<file path="src/hdl/pmcs_pkg.sv">
// Shared constants of the power monitor conversion sequencer
package pmcs_pkg;
  localparam logic [7:0]  ADDR_CFG   = 8'h00;
  localparam logic [7:0]  ADDR_SHUNT = 8'h01;
  localparam logic [7:0]  ADDR_BUS   = 8'h02;
  localparam logic [7:0]  ADDR_PWR   = 8'h03;
  localparam logic [7:0]  ADDR_CUR   = 8'h04;
  localparam logic [7:0]  ADDR_CAL   = 8'h05;
  localparam logic [7:0]  ADDR_MASK  = 8'h06;
  localparam logic [15:0] CFG_RESET  = 16'h0007;
  localparam logic [15:0] CAL_RESET  = 16'h0000;
  localparam logic [15:0] MASK_RESET = 16'h0000;
  localparam logic [15:0] MASK_RW    = 16'hFC03;
  localparam int          MODE_LSB   = 0;
  localparam int          SCT_LSB    = 3;
  localparam int          BCT_LSB    = 6;
  localparam int          AVG_LSB    = 9;
  localparam int          MASK_FLAG_BIT = 3;
  localparam int          MODE_SHUNT_BIT = 0;
  localparam int          MODE_BUS_BIT   = 1;
  localparam int          MODE_CONT_BIT  = 2;
  localparam logic [3:0]  AVG_SHIFT [8] = '{4'h0, 4'h2, 4'h4, 4'h6,
                                            4'h7, 4'h8, 4'h9, 4'hA};
  localparam int          CUR_SHIFT  = 11;
  localparam int          PWR_SHIFT  = 13;
  localparam int          ACC_W      = 28;
  localparam int          CLK_MHZ    = 100;
  localparam int          WAKE_US    = 40;
  localparam int          WAKE_CYC   = WAKE_US * CLK_MHZ;
  localparam int          SCL_TIMEOUT_MS  = 28;
  localparam int          SCL_TIMEOUT_CYC = SCL_TIMEOUT_MS * CLK_MHZ * 1000;
  typedef enum logic [2:0] {ST_IDLE, ST_WAKE, ST_SHUNT, ST_BUS, ST_FINISH,
                            ST_LOAD} pmcs_state_t;
endpackage

</file>
<file path="src/hdl/pmcs_calc_if.sv">
// Link between the sequencer and its arithmetic unit
`timescale 1ns/1ns
`default_nettype none
interface pmcs_calc_if;
  logic        clear;
  logic        shunt_vld;
  logic        bus_vld;
  logic [15:0] sample;
  logic [15:0] cal;
  logic [3:0]  shift;
  logic [15:0] avg_shunt;
  logic [15:0] avg_bus;
  logic [15:0] avg_cur;
  logic [15:0] avg_pwr;
  modport seq  (output clear, shunt_vld, bus_vld, sample, cal, shift,
                input avg_shunt, avg_bus, avg_cur, avg_pwr);
  modport calc (input clear, shunt_vld, bus_vld, sample, cal, shift,
                output avg_shunt, avg_bus, avg_cur, avg_pwr);
endinterface
`default_nettype wire

</file>
<file path="src/hdl/pmcs_calc.sv">
// Current and power computation with sample accumulators
`timescale 1ns/1ns
`default_nettype none
module pmcs_calc (
  input wire logic   sys_clk,
  input wire logic   resetn,
  pmcs_calc_if.calc  cif
);
  import pmcs_pkg::*;

  logic signed [ACC_W-1:0] s_sh;
  logic signed [ACC_W-1:0] s_bu;
  logic signed [ACC_W-1:0] s_cu;
  logic signed [ACC_W-1:0] s_pw;
  logic signed [ACC_W-1:0] next_s_sh;
  logic signed [ACC_W-1:0] next_s_bu;
  logic signed [ACC_W-1:0] next_s_cu;
  logic signed [ACC_W-1:0] next_s_pw;
  logic signed [15:0]      cur;
  logic signed [15:0]      next_cur;
  logic signed [32:0]      prod_c;
  logic signed [32:0]      prod_p;
  logic signed [15:0]      cur_new;
  logic signed [15:0]      pwr_new;

  always_comb
  begin
    prod_c = $signed(cif.sample) * $signed({1'b0, cif.cal});
    prod_p = cur * $signed({1'b0, cif.sample});
    // Calibration of zero forces both derived results to zero
    cur_new = (cif.cal == 16'h0000) ? 16'sh0000
                                    : 16'(prod_c >>> CUR_SHIFT);
    pwr_new = (cif.cal == 16'h0000) ? 16'sh0000
                                    : 16'(prod_p >>> PWR_SHIFT);
    next_s_sh = s_sh;
    next_s_bu = s_bu;
    next_s_cu = s_cu;
    next_s_pw = s_pw;
    next_cur  = cur;
    if (cif.clear)
    begin
      next_s_sh = '0;
      next_s_bu = '0;
      next_s_cu = '0;
      next_s_pw = '0;
    end
    else if (cif.shunt_vld)
    begin
      // Current follows each shunt sample in the same cycle
      next_cur  = cur_new;
      next_s_sh = s_sh + ACC_W'($signed(cif.sample));
      next_s_cu = s_cu + ACC_W'(cur_new);
    end
    else if (cif.bus_vld)
    begin
      // Power uses the latest current and the new bus sample
      next_s_bu = s_bu + $signed(ACC_W'(cif.sample));
      next_s_pw = s_pw + ACC_W'(pwr_new);
    end
  end

  always_ff @(posedge sys_clk or negedge resetn)
  begin
    if (!resetn)
    begin
      s_sh <= '0;
      s_bu <= '0;
      s_cu <= '0;
      s_pw <= '0;
      cur  <= '0;
    end
    else
    begin
      s_sh <= next_s_sh;
      s_bu <= next_s_bu;
      s_cu <= next_s_cu;
      s_pw <= next_s_pw;
      cur  <= next_cur;
    end
  end

  assign cif.avg_shunt = 16'(s_sh >>> cif.shift);
  assign cif.avg_bus   = 16'(s_bu >>> cif.shift);
  assign cif.avg_cur   = 16'(s_cu >>> cif.shift);
  assign cif.avg_pwr   = 16'(s_pw >>> cif.shift);
endmodule
`default_nettype wire

</file>
<file path="src/hdl/pmcs_top.sv">
// Conversion sequencer, register file and serial-clock timeout
`timescale 1ns/1ns
`default_nettype none
// Operation
// Serial clock low over 28 ms resets interface
// Mode 111 repeats shunt then bus conversions
// Current after shunt sample, then power
// Accumulate samples until averaging count reached
// Output registers load only after averaging
// Outputs hold until next complete result set
// Register reads never disturb a conversion
// Modes for shunt only or bus only
// Computation adds no conversion time
// Modes 001, 010, 011 start one set
// Host rewrites configuration for another set
// Leaving power-down waits 40 us first (an active-mode write during the wait starts conversions at once)
// Registers accessible during power-down
// Power-down holds until active mode written
// Ready flag set when everything completes
// Configuration write clears flag unless power-down
// Reading mask register clears ready flag
// Bus result weight fixed 1.25 mV per bit
// Current scaled by calibration value
// Zero calibration gives zero current, power
// Ready flag read at mask bit 3
// Continuous mode restarts with cleared accumulators
// Single shot runs once, then idles
module pmcs_top #(
  parameter int TIMEOUT_CYC = pmcs_pkg::SCL_TIMEOUT_CYC
) (
  input  wire logic        sys_clk,
  input  wire logic        resetn,
  input  wire logic        scl_pin,
  input  wire logic        reg_wr,
  input  wire logic        reg_rd,
  input  wire logic [7:0]  reg_addr,
  input  wire logic [15:0] reg_wdata,
  output logic      [15:0] reg_rdata,
  input  wire logic        adc_done,
  input  wire logic [15:0] adc_data,
  output logic             adc_start,
  output logic             adc_sel_bus,
  output logic      [2:0]  adc_conv_time,
  output logic             conversion_ready_flag,
  output logic             serial_if_reset
);
  import pmcs_pkg::*;
  localparam int TW = $clog2(TIMEOUT_CYC + 1);

  pmcs_calc_if cif ();
  pmcs_calc u_calc (.sys_clk(sys_clk), .resetn(resetn), .cif(cif.calc));

  logic [15:0] cfg, cal, mask_bits, res_shunt, res_bus, res_cur, res_pwr;
  logic [15:0] next_cfg, next_cal, next_mask_bits, next_reg_rdata;
  logic [15:0] next_res_shunt, next_res_bus, next_res_cur, next_res_pwr;
  logic        next_flag;
  logic        wr_cfg, rd_mask;
  logic [2:0]  cfg_mode, wr_mode;

  pmcs_state_t state, next_state;
  logic [2:0]  run_mode, next_run_mode, imode;
  logic [11:0] wake_cnt, next_wake_cnt;
  logic [10:0] smp_cnt, next_smp_cnt;
  logic        next_adc_start, next_adc_sel_bus;
  logic [2:0]  next_adc_conv_time;
  logic        clear, next_clear, shunt_vld, next_shunt_vld;
  logic        bus_vld, next_bus_vld;
  logic [15:0] sample, next_sample, tsrc;
  logic        start_set, end_sample, issue, last_smp;

  logic          scl_s1, scl_s2, next_serial_if_reset;
  logic [TW-1:0] scl_cnt, next_scl_cnt;

  assign wr_cfg   = reg_wr && (reg_addr == ADDR_CFG);
  assign rd_mask  = reg_rd && (reg_addr == ADDR_MASK);
  assign cfg_mode = cfg[MODE_LSB +: 3];
  assign wr_mode  = reg_wdata[MODE_LSB +: 3];
  assign last_smp = smp_cnt ==
                    11'((12'h001 << AVG_SHIFT[cfg[AVG_LSB +: 3]]) - 12'h001);

  assign cif.clear     = clear;
  assign cif.shunt_vld = shunt_vld;
  assign cif.bus_vld   = bus_vld;
  assign cif.sample    = sample;
  assign cif.cal       = cal;
  assign cif.shift     = AVG_SHIFT[cfg[AVG_LSB +: 3]];

  // Register file; reads select data and a mask read clears the flag, so conversions run on
  always_comb
  begin
    next_cfg       = cfg;
    next_cal       = cal;
    next_mask_bits = mask_bits;
    next_res_shunt = res_shunt;
    next_res_bus   = res_bus;
    next_res_cur   = res_cur;
    next_res_pwr   = res_pwr;
    next_flag      = conversion_ready_flag;
    next_reg_rdata = reg_rdata;
    if (wr_cfg)
      next_cfg = reg_wdata;
    if (reg_wr && reg_addr == ADDR_CAL)
      next_cal = reg_wdata;
    if (reg_wr && reg_addr == ADDR_MASK)
      next_mask_bits = reg_wdata & MASK_RW;
    if (reg_rd)
    begin
      unique case (reg_addr)
        ADDR_CFG:   next_reg_rdata = cfg;
        ADDR_SHUNT: next_reg_rdata = res_shunt;
        ADDR_BUS:   next_reg_rdata = res_bus;
        ADDR_PWR:   next_reg_rdata = res_pwr;
        ADDR_CUR:   next_reg_rdata = res_cur;
        ADDR_CAL:   next_reg_rdata = cal;
        ADDR_MASK:
        begin
          next_reg_rdata = mask_bits;
          next_reg_rdata[MASK_FLAG_BIT] = conversion_ready_flag;
        end
        default:    next_reg_rdata = 16'h0000;
      endcase
    end
    if (wr_cfg && wr_mode[1:0] != 2'b00)
      next_flag = 1'b0;
    if (rd_mask)
      next_flag = 1'b0;
    if (state == ST_LOAD)
    begin
      // Results replace outputs only here, after averaging
      if (run_mode[MODE_SHUNT_BIT])
      begin
        next_res_shunt = cif.avg_shunt;
        next_res_cur   = cif.avg_cur;
      end
      if (run_mode[MODE_BUS_BIT])
      begin
        next_res_bus = cif.avg_bus; // Raw code at 1.25 mV per bit
        next_res_pwr = cif.avg_pwr;
      end
      next_flag = 1'b1; // Set wins over a clear in the same cycle
    end
  end

  always_ff @(posedge sys_clk or negedge resetn)
  begin
    if (!resetn)
    begin
      cfg                   <= CFG_RESET;
      cal                   <= CAL_RESET;
      mask_bits             <= MASK_RESET;
      res_shunt             <= 16'h0000;
      res_bus               <= 16'h0000;
      res_cur               <= 16'h0000;
      res_pwr               <= 16'h0000;
      conversion_ready_flag <= 1'b0;
      reg_rdata             <= 16'h0000;
    end
    else
    begin
      cfg                   <= next_cfg;
      cal                   <= next_cal;
      mask_bits             <= next_mask_bits;
      res_shunt             <= next_res_shunt;
      res_bus               <= next_res_bus;
      res_cur               <= next_res_cur;
      res_pwr               <= next_res_pwr;
      conversion_ready_flag <= next_flag;
      reg_rdata             <= next_reg_rdata;
    end
  end

  // Conversion sequencer
  always_comb
  begin
    next_state         = state;
    next_run_mode      = run_mode;
    next_wake_cnt      = wake_cnt;
    next_smp_cnt       = smp_cnt;
    next_adc_start     = 1'b0;
    next_adc_sel_bus   = adc_sel_bus;
    next_adc_conv_time = adc_conv_time;
    next_clear         = 1'b0;
    next_shunt_vld     = 1'b0;
    next_bus_vld       = 1'b0;
    next_sample        = sample;
    start_set          = 1'b0;
    end_sample         = 1'b0;
    issue              = 1'b0;
    imode              = run_mode;
    tsrc               = wr_cfg ? reg_wdata : cfg;
    unique case (state)
      ST_IDLE: ;
      ST_WAKE:
        if (wake_cnt == 12'(WAKE_CYC - 1))
          start_set = 1'b1;
        else
          next_wake_cnt = wake_cnt + 12'h001;
      ST_SHUNT:
        if (adc_done)
        begin
          next_sample    = adc_data;
          next_shunt_vld = 1'b1;
          if (run_mode[MODE_BUS_BIT])
          begin
            // Bus conversion starts at once; math runs alongside
            next_adc_start     = 1'b1;
            next_adc_sel_bus   = 1'b1;
            next_adc_conv_time = cfg[BCT_LSB +: 3];
            next_state         = ST_BUS;
          end
          else
            end_sample = 1'b1;
        end
      ST_BUS:
        if (adc_done)
        begin
          next_sample  = adc_data;
          next_bus_vld = 1'b1;
          end_sample   = 1'b1;
        end
      ST_FINISH: next_state = ST_LOAD;
      ST_LOAD:
        if (run_mode[MODE_CONT_BIT])
          start_set = 1'b1;
        else
          next_state = ST_IDLE;
    endcase
    if (end_sample)
    begin
      if (last_smp)
        next_state = ST_FINISH;
      else
      begin
        next_smp_cnt = smp_cnt + 11'h001;
        issue        = 1'b1;
      end
    end
    if (start_set)
    begin
      imode         = cfg_mode;
      next_run_mode = cfg_mode;
      next_clear    = 1'b1;
      next_smp_cnt  = '0;
      issue         = 1'b1;
    end
    if (wr_cfg)
    begin
      next_adc_start = 1'b0;
      next_shunt_vld = 1'b0;
      next_bus_vld   = 1'b0;
      next_clear     = 1'b0;
      issue          = 1'b0;
      if (wr_mode[1:0] == 2'b00)
        next_state = ST_IDLE;
      else if (cfg_mode[1:0] == 2'b00)
      begin
        next_state    = ST_WAKE;
        next_wake_cnt = '0;
      end
      else
      begin
        // An active write while already active starts a fresh set at once, same mode or not
        imode         = wr_mode;
        next_run_mode = wr_mode;
        next_clear    = 1'b1;
        next_smp_cnt  = '0;
        issue         = 1'b1;
      end
    end
    if (issue)
    begin
      next_adc_start   = 1'b1;
      next_adc_sel_bus = !imode[MODE_SHUNT_BIT];
      next_adc_conv_time = imode[MODE_SHUNT_BIT] ? tsrc[SCT_LSB +: 3]
                                                 : tsrc[BCT_LSB +: 3];
      next_state = imode[MODE_SHUNT_BIT] ? ST_SHUNT : ST_BUS;
    end
  end

  always_ff @(posedge sys_clk or negedge resetn)
  begin
    if (!resetn)
    begin
      state         <= ST_WAKE;
      run_mode      <= 3'h0;
      wake_cnt      <= 12'h000;
      smp_cnt       <= 11'h000;
      adc_start     <= 1'b0;
      adc_sel_bus   <= 1'b0;
      adc_conv_time <= 3'h0;
      clear         <= 1'b0;
      shunt_vld     <= 1'b0;
      bus_vld       <= 1'b0;
      sample        <= 16'h0000;
    end
    else
    begin
      state         <= next_state;
      run_mode      <= next_run_mode;
      wake_cnt      <= next_wake_cnt;
      smp_cnt       <= next_smp_cnt;
      adc_start     <= next_adc_start;
      adc_sel_bus   <= next_adc_sel_bus;
      adc_conv_time <= next_adc_conv_time;
      clear         <= next_clear;
      shunt_vld     <= next_shunt_vld;
      bus_vld       <= next_bus_vld;
      sample        <= next_sample;
    end
  end

  // Serial clock low timeout
  always_comb
  begin
    next_scl_cnt = scl_cnt;
    next_serial_if_reset = 1'b0;
    if (scl_s2)
      next_scl_cnt = '0;
    else if (scl_cnt != TW'(TIMEOUT_CYC))
      next_scl_cnt = scl_cnt + TW'(1);
    if (!scl_s2 && scl_cnt == TW'(TIMEOUT_CYC - 1))
      next_serial_if_reset = 1'b1;
  end

  always_ff @(posedge sys_clk or negedge resetn)
  begin
    if (!resetn)
    begin
      scl_s1          <= 1'b1;
      scl_s2          <= 1'b1;
      scl_cnt         <= '0;
      serial_if_reset <= 1'b0;
    end
    else
    begin
      scl_s1          <= scl_pin;
      scl_s2          <= scl_s1;
      scl_cnt         <= next_scl_cnt;
      serial_if_reset <= next_serial_if_reset;
    end
  end
endmodule
`default_nettype wire

</file>
<file path="config.mk">
export PLATFORM = sky130hd
export DESIGN_NAME = pmcs_top
export DESIGN_NICKNAME = d
export VERILOG_FILES = /design/src/hdl/pmcs_pkg.sv /design/src/hdl/pmcs_calc_if.sv /design/src/hdl/pmcs_calc.sv /design/src/hdl/pmcs_top.sv
export SDC_FILE = /design/constraint.sdc
export NUM_CORES = 2
export LEC_CHECK = 0
export BUFFER_PORTS_ARGS = -buffer_cell sky130_fd_sc_hd__buf_2
export CAP_MARGIN = 25
export CORE_ASPECT_RATIO = 1.75
export CORE_UTILIZATION = 57
export DETAILED_ROUTE_END_ITERATION = 8
export PLACE_DENSITY = 0.84
export SLEW_MARGIN = 10
export SYNTH_ARGS = -nofsm -noshare
export SYNTH_HDL_FRONTEND = slang
export SYNTH_HIERARCHICAL = 1
export SYNTH_SLANG_ARGS = --single-unit
</file>
<file path="constraint.sdc">
create_clock -name sys_clk -period 9.19 [get_ports sys_clk]
set_input_delay 2.2975 -clock sys_clk [delete_from_list [all_inputs] [get_ports sys_clk]]
set_output_delay 2.2975 -clock sys_clk [all_outputs]
set_load 0.005 [all_outputs]
</file>
==> results_tabular.tex <==
\begin{tabular}{lr}
\hline
Metric & Value \\
\hline
\multicolumn{2}{l}{\textbf{Synth}} \\
\quad Flip-flop and latch count after synthesis & 327 \\
\quad Post-synthesis sequential area ratio & 0.215 \\
\quad Synth Area per Inst & 9.26 um\^{}2 \\
\quad Gate Count Post-Synth & 4121 \\
\quad Largest cells by area after synthesis & sky130\_fd\_sc\_hd\_\_dfrtp\_1 (21\%), sky130\_fd\_sc\_hd\_\_fa\_1 (20\%), sky130\_fd\_sc\_hd\_\_ha\_1 (9.0\%), sky130\_fd\_sc\_hd\_\_nand2\_1 (5.2\%), sky130\_fd\_sc\_hd\_\_inv\_1 (5.0\%) \\
\quad Synth cell types & 101 \\
\quad Area share of the largest cell type after synthesis & 0.210 \\
\quad Synthesis warning total & 6 \\
\quad Asr flop ratio synth & 1.00 \\
\quad Summed instance area of the synthesized netlist & 38200 um\^{}2 \\
\quad Prevailing post-synth register cell & sky130\_fd\_sc\_hd\_\_dfrtp\_1 \\
\quad EDFF count, synth & 0 \\
\quad Yosys top cell by area & sky130\_fd\_sc\_hd\_\_dfrtp\_1 \\
\quad Synthesized Nets & 4824 \\
\multicolumn{2}{l}{\textbf{Critical path}} \\
\quad Delay of the slowest critical-path stage & 650 ps \\
\quad CP arrival & 9440 ps \\
\quad Critical path fanouts, max & 5 \\
\quad Worst Path Required & 9760 ps \\
\quad CP Capture Type & register \\
\quad Critical path's slowest cell & sky130\_fd\_sc\_hd\_\_fa\_1 \\
\quad Most frequent CP cell & sky130\_fd\_sc\_hd\_\_fa\_1 \\
\quad Critical path start-end classification & reg2reg \\
\quad Sort of element at the start of the critical path & register \\
\multicolumn{2}{l}{\textbf{Die}} \\
\quad Area of the die & 68000 um\^{}2 \\
\quad Die Height & 344 um \\
\quad Die outline width & 198 um \\
\quad Cell row count & 125 \\
\quad Core Area & 66300 um\^{}2 \\
\quad Initial standard-cell utilization of the core & 0.576 \\
\quad Number of placed I/O pins & 69 \\
\multicolumn{2}{l}{\textbf{Detailed routing}} \\
\quad Overall via count from detail\_route & 31300 \\
\quad Routed length per instance & 22.5 um \\
\quad DRT iter0 DRCs & 2588 \\
\quad Vias per cell & 6.19 \\
\quad DRC violations left & 0 \\
\quad Aggregate routed wire length & 114000 um \\
\quad Detailed-router iteration count before antenna repair & 6 \\
\quad Remaining antenna violation count & 0 \\
\multicolumn{2}{l}{\textbf{Min path}} \\
\quad Min-delay worst type & reg2reg \\
\multicolumn{2}{l}{\textbf{Timing}} \\
\quad Final worst hold slack & 356 ps \\
\quad Final hold vios & 0 \\
\quad Max-slew headroom at the worst pin & 0.180 \\
\quad Time the final worst path needs with I/O delays and setup & 8860 ps \\
\quad Actual slew at the worst max-slew pin & 1220 ps \\
\quad Final Setup Violations & 0 \\
\quad Maximum clock skew at final layout & 15.0 ps \\
\quad F\_max & 113 MHz \\
\quad Final number of max-transition violations & 0 \\
\quad Portion of the clock cycle consumed by the worst path in the final layout & 0.965 \\
\multicolumn{2}{l}{\textbf{Finish}} \\
\quad Commonest non-fill, non-tap cells in the layout & sky130\_fd\_sc\_hd\_\_nand2\_1 (530), sky130\_fd\_sc\_hd\_\_inv\_1 (513), sky130\_fd\_sc\_hd\_\_fa\_1 (382), sky130\_fd\_sc\_hd\_\_dfrtp\_1 (304), sky130\_fd\_sc\_hd\_\_ha\_1 (273) \\
\quad Synthesis-to-layout area growth & 7.74\% \\
\quad Post-Layout Cell Count & 5050 \\
\quad Fraction of final layout cells sized beyond drive strength 1 & 0.134 \\
\quad Final \#Nets & 4836 \\
\quad Leading cell type in the layout, fill and taps excluded & sky130\_fd\_sc\_hd\_\_nand2\_1 \\
\quad Fill count & 5335 \\
\multicolumn{2}{l}{\textbf{Clock network}} \\
\quad Root buffer cell & sky130\_fd\_sc\_hd\_\_clkbuf\_16 \\
\quad Clock tree from TritonCTS & yes \\
\quad CTS sink count & 327 \\
\quad TritonCTS buffer count & 31 \\
\quad Maximum level of the CTS H-tree & 1 \\
\quad Clk\_lat worst skew & 660 ps \\
\quad Bufs on Longest Clock Path & 3 \\
\quad Clock transition at the registers of the reported paths & 80 ps \\
\multicolumn{2}{l}{\textbf{Run status}} \\
\quad Run status & finished clean \\
\multicolumn{2}{l}{\textbf{Placement}} \\
\quad Placed cells & 4981 \\
\quad Buffers on Ports & 68 \\
\quad Placed wire-length estimate after detailed placement & 84400 um \\
\quad Routability congestion estimate from global placement & 0.991 \\
\multicolumn{2}{l}{\textbf{Run}} \\
\quad Max-cap violations & 0 \\
\multicolumn{2}{l}{\textbf{Global routing}} \\
\quad Wire length of the first global-routing pass & 176000 um \\
\quad Number of antenna violations at the first check in global routing & 3 \\
\quad Residual overflow from global routing & 0 \\
\quad Gr usage total & 0.341 \\
\quad Largest net degree at the start of global routing & 131 \\
\quad Via count of the first global-routing pass & 32400 \\
\multicolumn{2}{l}{\textbf{Pwr}} \\
\quad Cell area power density & 415 nW/um\^{}2 \\
\quad Peak VDD IR & 718 uV \\
\quad LEAKAGE & 19.7 nW \\
\hline
\end{tabular}
==> per-stage QoR <==
| stage | setup WS, ps | utilization | power, mW | TNS (ps) | instance area [um^2] |
|---|---|---|---|---|---|
| floorplan | 252 | - | 11.9 | 0 | 38200 |
| global placement | 118 | 0.600 | 14.8 | 0 | 39800 |
| detailed placement | -22.3 | 0.601 | 15.2 | -25.2 | 39800 |
| CTS | 71.9 | 0.617 | 16.7 | 0 | 40900 |
| global route | -5.44 | 0.620 | 18.8 | -5.91 | 41100 |
| finish | 326 | 0.620 | 17.1 | 0 | 41100 |
==> final cells by class <==
type                       instances  area (um^2)  share of cell area
multi-input combinational       3056        27300               0.664
sequential                       327         8210               0.200
inverter                         516         1940              0.0471
timing repair buffer             201         1480              0.0361
tap                              889         1110              0.0270
clock buffer                      35          821              0.0200
clock inverter                    23          262             0.00636
antenna                            3         7.51            0.000183
==> repair_timing <==
action / in CTS / in global routing
setup endpoints to repair: 2 / 15
hold buffers: 0 / 0
pin swaps: 0 / 6
resized for setup: 1 / 36
buffers inserted: 0 / 6
==> cells in the mapped netlist, drive strengths merged (23+ instances only) <==
master,instances
nand2,532
inv,513
fa,382
dfrtp,321
ha,275
nor2,238
and2,233
a21oi,185
clkbuf,179
mux2,137
o21ai,113
mux2i,105
xnor2,101
mux4,80
xor2,63
nor2b,48
nor3,46
nand3,45
buf,43
a211oi,42
a21o,40
nand2b,39
a22oi,31
o21a,30
o31ai,26
o22ai,23
==> power breakdown <==
part	leakage [nW]	internal, mW	switching, mW	total [mW]
registers	4.20	1.77	0.562	2.33
logic	15.0	5.74	7.59	13.3
clock network	0.508	0.744	0.675	1.42
==> flip-flops by register name, summed over array words and instances (netlist names), 11 cells and up <==
name,count
u_calc/s_cu,28
wake_cnt,12
res_bus,16
res_shunt,16
cal,16
res_pwr,16
u_calc/s_bu,28
u_calc/cur,16
smp_cnt,11
res_cur,16
cfg,16
cif.sample,16
u_calc/s_pw,28
reg_rdata,16
scl_cnt,22
u_calc/s_sh,28
==> final timing paths <==
check                                          start                          end  slack (ps)  cells after the start
max                        cif.sample[7]$_DFFE_PN0P_  u_calc/s_pw[27]$_DFFE_PN0P_         330                     32
min                                 scl_s1$_DFF_PN1_             scl_s2$_DFF_PN1_         360                      0
max reg2reg                cif.sample[7]$_DFFE_PN0P_  u_calc/s_pw[27]$_DFFE_PN0P_         330                     32
min reg2reg                         scl_s1$_DFF_PN1_             scl_s2$_DFF_PN1_         360                      0
max in group asynchronous                     resetn           cal[5]$_DFFE_PN0P_        5880                      2
min in group asynchronous                     resetn        wake_cnt[1]$_DFF_PN0_        1780                      1
==> cell families (layout without fill, tap and decap cells) <==
family                   Yosys count  in the layout  synth area share
adder cells (fa/ha/maj)          657            657             0.291
other                              1              4         0.0000983
buffers and inverters            738            775            0.0739
flip-flops                       327            327             0.215
multiplexers                     322            322             0.115
XOR/XNOR                         165            165            0.0382
AND/OR/NAND/NOR                 1306           1306             0.165
AO/OA/AOI/OAI                    605            605             0.103
==> critical path: cells and delay by family (launching register included) <==
family,cells,cell delay (ps)
adders and majority gates,8,3640
xor gates and xnor gates,1,120
and+or+nand+nor,5,1320
buffers and inverters,6,490
AOI/OAI and AO/OA,12,2750
DFF,1,430
==> layer usage <==
metal  global-route usage  vias to the layer above  wire length, um
met2                0.592                     1485            58000
met5                    0                        -                0
met3               0.0544                      557             7270
met4                0.302                        0            11300
met1                0.357                    15500            37000
li1                     -                    13700                -
Power figures use the tool's default switching activity.
